### src/design/irq_ctrl_pkg.sv
// constants and carriers for the request, control and error registers
// Behaviour
// - bit 7 selects set or clear of marked flags
// - timer reaching zero raises bit 5
// - transmit, auth, program or checksum done raises bit 4
// - command end or unknown command raises bit 2
// - host loading idle raises no bit 2
// - fifo level status sets bits 1, 0, sticky
// - control bit 5 requests standby, clock running
// - control bit 4 requests power-down, clock stopped
// - bit 3 cipher, set only by auth two
// - bit 2 stops timer, reads zero
// - bit 1 starts timer, reads zero
// - bit 0 purges fifo, reads zero
// - control at 09h, reset 00h, bits 7:6 reserved
// - error flags at 0Ah, reset 40h, read-only
// - key error cleared at key load start, set on format fault
// - enable register set/clear, enabled flags drive irq pin
// - request register at 07h, reset 00h, bit 6 reserved
package irq_ctrl_pkg;
    localparam logic [5:0] ADDR_IRQ_EN   = 6'h06;
    localparam logic [5:0] ADDR_IRQ_REQ  = 6'h07;
    localparam logic [5:0] ADDR_CONTROL  = 6'h09;
    localparam logic [5:0] ADDR_ERROR    = 6'h0a;
    localparam int         SET_CLR_BIT   = 7;
    localparam int         TIMER_BIT     = 5;
    localparam int         TX_BIT        = 4;
    localparam int         RX_BIT        = 3;
    localparam int         IDLE_BIT      = 2;
    localparam int         HIGH_BIT      = 1;
    localparam int         LOW_BIT       = 0;
    localparam int         STANDBY_BIT   = 5;
    localparam int         DEEP_BIT      = 4;
    localparam int         CIPHER_BIT    = 3;
    localparam int         HALT_BIT      = 2;
    localparam int         GO_BIT        = 1;
    localparam int         PURGE_BIT     = 0;
    localparam int         KEY_ERR_BIT   = 6;
    localparam int         OVERRUN_BIT   = 4;
    localparam logic [7:0] FLAG_MASK     = 8'h3f;
    localparam logic [7:0] IRQ_REQ_RESET = 8'h00;
    localparam logic [7:0] IRQ_EN_RESET  = 8'h00;
    localparam logic [7:0] CONTROL_RESET = 8'h00;
    localparam logic [7:0] ERROR_RESET   = 8'h40;

    typedef struct packed {
        logic       wr;
        logic       rd;
        logic [5:0] addr;
        logic [7:0] wdata;
    } host_req_s;

    typedef struct packed {
        logic timer_zero;
        logic transceive_sent;
        logic auth_sent;
        logic nvm_programmed;
        logic checksum_done;
        logic receiver_done;
        logic command_ended;
        logic unknown_cmd;
        logic host_idle_load;
        logic fifo_high_status;
        logic fifo_low_status;
        logic auth_two_ok;
        logic cipher_off;
        logic key_load_start;
        logic key_format_bad;
        logic queue_overrun;
    } core_evt_s;
endpackage : irq_ctrl_pkg

### src/design/level_rise.sv
// rising-edge detector for a status level
`timescale 1ns/1ps
module level_rise (
    input  wire logic ref_clk,
    input  wire logic rst_n,
    input  wire logic level,
    output logic      rise
);
    logic level_q;

    assign rise = level & ~level_q;

    always_ff @(posedge ref_clk or negedge rst_n) begin
        if (!rst_n) begin
            level_q <= 1'b0;
        end else begin
            level_q <= level;
        end
    end
endmodule : level_rise

### src/design/reader_irq_control_error_regs.sv
// request, enable, control and error registers of the reader
`timescale 1ns/1ps
module reader_irq_control_error_regs (
    input  wire logic                    ref_clk,
    input  wire logic                    rst_n,
    input  wire irq_ctrl_pkg::host_req_s host_req,
    input  wire irq_ctrl_pkg::core_evt_s core_evt,
    output logic [7:0]                   rdata_q,
    output logic                         irq_q,
    output logic                         standby_q,
    output logic                         deep_sleep_req_q,
    output logic                         cipher_active_q,
    output logic                         timer_halt_strobe_q,
    output logic                         timer_go_strobe_q,
    output logic                         queue_purge_strobe_q
);
    import irq_ctrl_pkg::*;

    // ********************************************************
    // address decode
    // ********************************************************
    function automatic logic hit(input host_req_s r, input logic [5:0] a);
        hit = r.wr && (r.addr == a);
    endfunction : hit

    logic wr_req;
    logic wr_en;
    logic wr_ctl;
    assign wr_req = hit(host_req, ADDR_IRQ_REQ);
    assign wr_en  = hit(host_req, ADDR_IRQ_EN);
    assign wr_ctl = hit(host_req, ADDR_CONTROL);

    // ********************************************************
    // request and enable flags
    // ********************************************************
    logic       high_rise;
    logic       low_rise;
    logic [5:0] req_set;
    logic [5:0] req_flags;
    logic [5:0] en_flags;

    level_rise u_high (
        .ref_clk (ref_clk),
        .rst_n   (rst_n),
        .level   (core_evt.fifo_high_status),
        .rise    (high_rise)
    );

    level_rise u_low (
        .ref_clk (ref_clk),
        .rst_n   (rst_n),
        .level   (core_evt.fifo_low_status),
        .rise    (low_rise)
    );

    always_comb begin
        req_set = 6'h00;
        req_set[TIMER_BIT] = core_evt.timer_zero;
        req_set[TX_BIT] = core_evt.transceive_sent | core_evt.auth_sent |
                          core_evt.nvm_programmed | core_evt.checksum_done;
        req_set[RX_BIT] = core_evt.receiver_done;
        req_set[IDLE_BIT] = (core_evt.command_ended &
                             ~core_evt.host_idle_load) |
                            core_evt.unknown_cmd;
        req_set[HIGH_BIT] = high_rise;
        req_set[LOW_BIT]  = low_rise;
    end

    set_clear_reg u_req (
        .ref_clk (ref_clk),
        .rst_n   (rst_n),
        .wr_en   (wr_req),
        .wdata   (host_req.wdata),
        .hw_set  (req_set),
        .flags_q (req_flags)
    );

    set_clear_reg u_en (
        .ref_clk (ref_clk),
        .rst_n   (rst_n),
        .wr_en   (wr_en),
        .wdata   (host_req.wdata),
        .hw_set  (6'h00),
        .flags_q (en_flags)
    );

    // ********************************************************
    // control register
    // ********************************************************
    logic       standby_d;
    logic       deep_d;
    logic       cipher_d;
    logic       halt_d;
    logic       go_d;
    logic       purge_d;

    always_comb begin
        standby_d = standby_q;
        deep_d    = deep_sleep_req_q;
        cipher_d  = cipher_active_q;
        halt_d    = 1'b0;
        go_d      = 1'b0;
        purge_d   = 1'b0;
        if (wr_ctl) begin
            standby_d = host_req.wdata[STANDBY_BIT];
            deep_d    = host_req.wdata[DEEP_BIT];
            if (!host_req.wdata[CIPHER_BIT]) begin
                cipher_d = 1'b0;
            end
            halt_d  = host_req.wdata[HALT_BIT];
            go_d    = host_req.wdata[GO_BIT];
            purge_d = host_req.wdata[PURGE_BIT];
        end
        if (core_evt.cipher_off) begin
            cipher_d = 1'b0;
        end
        if (core_evt.auth_two_ok) begin
            cipher_d = 1'b1;
        end
    end

    always_ff @(posedge ref_clk or negedge rst_n) begin
        if (!rst_n) begin
            standby_q            <= CONTROL_RESET[STANDBY_BIT];
            deep_sleep_req_q     <= CONTROL_RESET[DEEP_BIT];
            cipher_active_q      <= CONTROL_RESET[CIPHER_BIT];
            timer_halt_strobe_q  <= 1'b0;
            timer_go_strobe_q    <= 1'b0;
            queue_purge_strobe_q <= 1'b0;
        end else begin
            standby_q            <= standby_d;
            deep_sleep_req_q     <= deep_d;
            cipher_active_q      <= cipher_d;
            timer_halt_strobe_q  <= halt_d;
            timer_go_strobe_q    <= go_d;
            queue_purge_strobe_q <= purge_d;
        end
    end

    // ********************************************************
    // error flags
    // ********************************************************
    logic key_err_q;
    logic key_err_d;
    logic overrun_q;
    logic overrun_d;

    always_comb begin
        key_err_d = key_err_q;
        overrun_d = overrun_q;
        // clear on start, set on bad format
        if (core_evt.key_load_start) begin
            key_err_d = 1'b0;
        end
        if (core_evt.key_format_bad) begin
            key_err_d = 1'b1;
        end
        if (purge_d) begin
            overrun_d = 1'b0;
        end
        if (core_evt.queue_overrun) begin
            overrun_d = 1'b1;
        end
    end

    always_ff @(posedge ref_clk or negedge rst_n) begin
        if (!rst_n) begin
            key_err_q <= ERROR_RESET[KEY_ERR_BIT];
            overrun_q <= ERROR_RESET[OVERRUN_BIT];
        end else begin
            key_err_q <= key_err_d;
            overrun_q <= overrun_d;
        end
    end

    // ********************************************************
    // read data and interrupt pin
    // ********************************************************
    logic [7:0] rdata_d;
    logic       irq_d;

    always_comb begin
        rdata_d = 8'h00;
        if (host_req.rd) begin
            case (host_req.addr)
                ADDR_IRQ_EN:  rdata_d = {2'b00, en_flags};
                // bit 6 and bit 7 read zero
                ADDR_IRQ_REQ: rdata_d = {2'b00, req_flags};
                ADDR_CONTROL: rdata_d = {2'b00, standby_q,
                                         deep_sleep_req_q,
                                         cipher_active_q, 3'b000};
                ADDR_ERROR:   rdata_d = {1'b0, key_err_q, 1'b0,
                                         overrun_q, 4'h0};
                default:      rdata_d = 8'h00;
            endcase
        end
        irq_d = |(req_flags & en_flags);
    end

    always_ff @(posedge ref_clk or negedge rst_n) begin
        if (!rst_n) begin
            rdata_q <= 8'h00;
            irq_q   <= 1'b0;
        end else begin
            rdata_q <= rdata_d;
            irq_q   <= irq_d;
        end
    end
endmodule : reader_irq_control_error_regs

### src/design/set_clear_reg.sv
// six-flag register with set/clear write and hardware set priority
`timescale 1ns/1ps
module set_clear_reg (
    input  wire logic       ref_clk,
    input  wire logic       rst_n,
    input  wire logic       wr_en,
    input  wire logic [7:0] wdata,
    input  wire logic [5:0] hw_set,
    output logic      [5:0] flags_q
);
    import irq_ctrl_pkg::*;

    logic [5:0] flags_d;

    always_comb begin
        flags_d = flags_q;
        if (wr_en) begin
            if (wdata[SET_CLR_BIT]) begin
                flags_d = flags_q | wdata[5:0];
            end else begin
                flags_d = flags_q & ~wdata[5:0];
            end
        end
        flags_d = flags_d | hw_set;
    end

    always_ff @(posedge ref_clk or negedge rst_n) begin
        if (!rst_n) begin
            flags_q <= 6'h00;
        end else begin
            flags_q <= flags_d;
        end
    end
endmodule : set_clear_reg

### config.mk
export PLATFORM = sky130hd
export DESIGN_NAME = reader_irq_control_error_regs
export DESIGN_NICKNAME = d
export VERILOG_FILES = /design/src/design/irq_ctrl_pkg.sv /design/src/design/level_rise.sv /design/src/design/reader_irq_control_error_regs.sv /design/src/design/set_clear_reg.sv
export SDC_FILE = /design/constraint.sdc
export NUM_CORES = 1
export LEC_CHECK = 0
export BUFFER_PORTS_ARGS = -buffer_cell sky130_fd_sc_hd__buf_4
export CELL_PAD_IN_SITES_DETAIL_PLACEMENT = 0
export CELL_PAD_IN_SITES_GLOBAL_PLACEMENT = 1
export CORE_ASPECT_RATIO = 1.75
export CORE_MARGIN = 4
export CORE_UTILIZATION = 39
export DETAILED_ROUTE_END_ITERATION = 16
export PLACE_DENSITY_LB_ADDON = 0.2
export SLEW_MARGIN = 20
export SYNTH_ARGS = -nofsm -noshare
export SYNTH_HDL_FRONTEND = slang
export SYNTH_SLANG_ARGS = --single-unit
### constraint.sdc
create_clock -name ref_clk -period 1.8 [get_ports ref_clk]
set_input_delay 0.18 -clock ref_clk [delete_from_list [all_inputs] [get_ports ref_clk]]
set_output_delay 0.18 -clock ref_clk [all_outputs]
set_load 0.01 [all_outputs]
==> flow_summary.toml, run 1 <==
[run_status]
status = "completed"

[grt]
antenna_found_initial = 0
grt-ovfl-total = 0
grt_pass1_vias = 1353
grt_pass1_wl_mm = 6.24
grt_max_degree = 31
grt_usage_pct = 18.2

[place]
place.gp.congestion = 0.889
dpl_cell_area_um2 = 1880
dp_hpwl_mm = 2.81
place_ws_ps = 332
port_buffers = 46
dp.cells = 223

[cts]
clkSinkCount = 30
cts_max_level = 2
cts_setup_buffers = 0
cts_resized = 0
path_clk_slew_ps = 60
cts_buffers = 5
clockBufferDepth = 2
cts_tree = "built"
root_buffer = "clkbuf_8"
clk_latency_ps = 280

[worst_setup_path]
crit_type = "input pin to flop"
r2r-start = "u_req.flags_q[3]$_DFF_PN0_"
critical-path-max-stage-delay_ps = 630
end_kind = "flop"
crit_path_top_delay_cell = "or4b_1"
cp_data_arrival_time_ps = 1350
cp-start-kind = "input pin"
crit_required_ps = 1950
path_max_fanout = 6
critical_path.cell_chain = "buf_4 > or4b_1 > o31ai_1 > nand3_1"
startpoint = "host_req[11]"

[sta]
worst_slack_ps = 602
drv_slew = 0
final.setup.tns_ps = 0
post-route-min-period_ps = 1200
setup_viol = 0
hold_viol_final = 0
rsz0062_at_grt = "no"
finClkSkew_ps = 4.95
hold_slack_ps = 15.4
max_freq_ghz = 0.835
fin_crit_sh_pct = 66.5

[floorplan]
die_area_um2 = 4850
fp.dieW_um = 54.4
initial_core_util_pct = 40.5
die_height_um = 89.2
ios = 49
coreArea_um2 = 3630
num_rows = 29

[finish]
final_cells = 233
fin_util_pct = 54.8
antenna_cells = 0
design_area_um2 = 1990
syn2layout_area_growth_pct = 35.2
fillers = 341
seqCellArea_um2 = 752
drive_above_1_share_pct = 39.6
multiInputGateArea_um2 = 669
nNetsFinal = 220

[routing]
vias = 1269
wire_per_inst_um = 16.5
dr.pass1.iters = 4
routed_wl_mm = 3.84
drc = 0
viasPerCell = 5.45
detail-route-antenna-nets = 0
drtIter0Drc = 37

[power_and_ir_drop]
vdd_ir_drop_max_mv = 0.580
fin_total_pwr_mw = 1.50
power_density_nw_per_um2 = 754
power_leakage_nw = 0.923

[synthesis]
synth.distinct_cells = 31
ys_seq_area_share_pct = 51.1
syn_inst = 132
avgSynthCellArea_um2 = 11.1
synth_edf_count = 0
syn-num-nets = 166
ys_ff_latch = 30
yosysWarnings = 0
ys.flop_type = "dfrtp_1"
syn_area_um2 = 1470
synthArstFlopShare_pct = 100

[job]
drv_cap = 0

[min_path]
hp-class = "input pin to flop"
worstHoldStart = "core_evt[5]"
[synthesized netlist by cell type, drive strengths merged, types with 3 or more instances]
library cell,n,area [um^2]
a21oi,4,20.0
and4,3,26.3
nand2,5,18.8
nor2,6,22.5
clkbuf,4,15.0
dfrtp,29,726
a21o,3,22.5
mux2i,3,30.0
o31ai,3,22.5
and3b,3,26.3
and2,4,25.0
nand4,8,50.1
a22oi,3,22.5
inv,4,15.0
mux2,11,124
nand3,18,90.1
[layout by cell type (no fill, tap or decap), types with 4 or more instances in the layout]
cell	Yosys	layout
buf_4	1	51
dfrtp_1	29	29
nand3_1	18	18
mux2_2	11	11
nand4_1	8	8
nor2_1	6	6
clkbuf_8	0	6
nand2_1	5	5
and2_1	4	4
inv_1	4	4
a21oi_1	4	4
[power by group]
part / internal [mW] / switching (mW) / leakage [nW]
Sequential: 0.707 / 0.0182 / 0.366
Combinational: 0.119 / 0.105 / 0.509
Clock: 0.308 / 0.243 / 0.0482
[worst max-delay path: cells and delay by family]
family | cells | cell delay, ps
compound gates | 1 | 300
buf+inv | 1 | 140
simple gates | 2 | 730
[cells by family after synthesis]
logic type / synth area share, %
flops: 51.1
buf+inv: 3.32
simple gates: 25.8
other cells: 0.255
compound gates: 9.02
mux: 10.5
[final cells by class]
class	instances	area share (%)
inverters	4	0.755
clock inverters	1	0.252
flip-flops and latches	30	37.8
well taps	46	2.89
multi-input cells	92	33.7
repair buffers	53	20.3
clock buffers	7	4.34
[repair_timing]
item	4_1_cts	5_1_grt
hold buffers	1	1
endpoints found under the setup margin	0	0
endpoints found under the hold margin	29	1
[metal layers]
layer	vias up	track usage, %	wire length (um)
li1	594	-	-
met1	617	20.2	1460
met2	49	30.5	2040
met3	9	4.51	254
met4	0	10.7	89
met5	-	0	0
[path summary, 6_finish.rpt]
check	to	slack, ps	depth (start not counted)
setup / recovery	u_req.flags_q[2]$_DFF_PN0_	600	4
hold reg to reg	overrun_q$_DFFE_PN0P_	490	1
min in group asynchronous	rdata_q[6]$_DFF_PN0_	370	2
max in group asynchronous	key_err_q$_DFFE_PN1P_	1120	2
hold / removal	u_low.level_q$_DFF_PN0_	20	1
setup reg to reg	rdata_q[3]$_DFF_PN0_	870	3
Note: power is estimated with default switching activity, not from simulation.
==> run 2, diff against run 1 <==
--- a/config.mk
+++ b/config.mk
@@ -10,7 +10,7 @@
 export CELL_PAD_IN_SITES_GLOBAL_PLACEMENT = 1
 export CORE_ASPECT_RATIO = 1.75
 export CORE_MARGIN = 4
-export CORE_UTILIZATION = 39
+export CORE_UTILIZATION = 38
 export DETAILED_ROUTE_END_ITERATION = 16
 export PLACE_DENSITY_LB_ADDON = 0.2
 export SLEW_MARGIN = 20
==> constraint.sdc (replaced) <==
create_clock -name ref_clk -period 1.2 [get_ports ref_clk]
set_input_delay 0.12 -clock ref_clk [delete_from_list [all_inputs] [get_ports ref_clk]]
set_output_delay 0.12 -clock ref_clk [all_outputs]
set_load 0.01 [all_outputs]
==> run 2 against run 1 <==
Effect of this change: clock-buffer cell count did not move; via count rose by 1.4%; non-clock buffer count rose by 11; sequential share of layout area fell by 2.0 points; critical path depth did not move; hold slack improved by 0.53 ps; clock power rose by 84%; register-to-register slack got worse by 640 ps; clock skew barely moved; critical path type unchanged; largest cell class unchanged.
==> flow_summary.toml, run 2 (synthesized netlist as in run 1, its figures left out) <==
[cts]
cts_buffers = 5
root_buffer = "clkbuf_8"
cts_max_level = 2
path_clk_slew_ps = 60
cts_tree = "built"
clockBufferDepth = 2
clk_latency_ps = 280
cts_setup_buffers = 0
clkSinkCount = 30

[routing]
drc = 0
viasPerCell = 5.27
wire_per_inst_um = 16.4
drtIter0Drc = 24
vias = 1287
dr.pass1.iters = 4
routed_wl_mm = 3.99
detail-route-antenna-nets = 0

[power_and_ir_drop]
power_density_nw_per_um2 = 1170
vdd_ir_drop_max_mv = 0.686
power_leakage_nw = 0.985
fin_total_pwr_mw = 2.46

[min_path]
hp-class = "input pin to flop"

[grt]
grt_usage_pct = 17.7
grt_max_degree = 31
grt_pass1_vias = 1412
grt-ovfl-total = 0
antenna_found_initial = 0
grt_pass1_wl_mm = 6.38

[worst_setup_path]
critical-path-max-stage-delay_ps = 630
path_max_fanout = 4
cp_num_buf_inv = 1
crit_path_top_delay_cell = "or4b_1"
crit_required_ps = 1350
end_kind = "flop"
crit_type = "input pin to flop"
cp-start-kind = "input pin"
cp_data_arrival_time_ps = 1260
critical_path.cell_chain = "buf_4 > or4b_1 > o31ai_1 > nand3_1"
critical-path-top-delay-family = "simple AND/OR/NAND/NOR gates"

[sta]
post-route-min-period_ps = 1110
finClkSkew_ps = 5.25
hold_viol_final = 0
final.setup.tns_ps = 0
drv_slew = 0
max_freq_ghz = 0.904
fin_crit_sh_pct = 92.2
setup_viol = 0
relSlewSlack_pct = 58.0
tightestPinTransition_ps = 629
rsz0062_at_grt = "no"

[floorplan]
die_height_um = 90.3
num_rows = 29
fp.dieW_um = 55.0
ios = 49
coreArea_um2 = 3660
die_area_um2 = 4970
initial_core_util_pct = 40.1

[finish]
fillers = 333
drive_above_1_share_pct = 41.9
nNetsFinal = 231
syn2layout_area_growth_pct = 42.9
final_common_cell = "buf_4"
multiInputGateArea_um2 = 669
antenna_cells = 0
seqCellArea_um2 = 752
final_cell_mix = "buf_4 (60), dfrtp_1 (29), nand3_1 (18)"

[place]
place.gp.congestion = 0.774
port_buffers = 46
dp_hpwl_mm = 3.04

[job]
drv_cap = 0

[run_status]
status = "completed"
## run 2: worst paths after layout
check                                                  start                          to  slack [ps]  cells after the start
worst max-delay path                            host_req[11]  u_req.flags_q[1]$_DFF_PN0_          90                      4
worst min-delay path                             core_evt[1]       key_err_q$_DFFE_PN1P_          20                      2
worst max register to register  deep_sleep_req_q$_DFFE_PN0P_        rdata_q[4]$_DFF_PN0_         230                      3
worst min register to register         overrun_q$_DFFE_PN0P_       overrun_q$_DFFE_PN0P_         530                      1
max in group asynchronous                              rst_n       key_err_q$_DFFE_PN1P_         590                      2
min in group asynchronous                              rst_n        rdata_q[3]$_DFF_PN0_         300                      2
## run 2: what timing repair did
action                                  4_1_cts  5_1_grt
hold buffers                                  3        0
endpoints found under the setup margin        0        0
endpoints found under the hold margin        31        0
resized for setup                             0        0
## run 2: worst register-to-register path, delay by kind of cell, from the launching register on
family          cells  cell delay [ps]
compound gates      2              270
simple gates        1              190
flops               1              400
## run 2: per-layer routing
metal	track usage, %	wire, um
met2	28.8	2210
met4	9.53	71
met3	4.79	247
met5	0	0
met1	19.9	1460
## run 2: per-stage QoR
stage	cells	area, um^2	utilization (%)	hold slack (ps)	setup slack [ps]
2_1_floorplan	132	1470	-	-176	12.5
3_3_place_gp	233	1960	53.6	68.6	-175
3_5_place_dp	233	1960	53.6	75.4	-197
4_1_cts	244	2100	57.3	12.4	75.1
5_1_grt	244	2100	57.3	14.9	17.0
6_report	244	2100	57.3	15.9	94.1
## run 2: final cells by class
cell class                 count  area share (%)
clock buffer                   7            3.63
clock inverter                 1            1.43
inverter                       4           0.715
multi-input combinational     92            31.9
sequential                    30            35.8
tap                           46            2.74
timing repair buffer          64            23.8
## run 2: power by group
group,internal [mW],switching (mW)
sequential,1.06,0.0293
combinational,0.202,0.161
clock,0.621,0.391
total,1.88,0.581
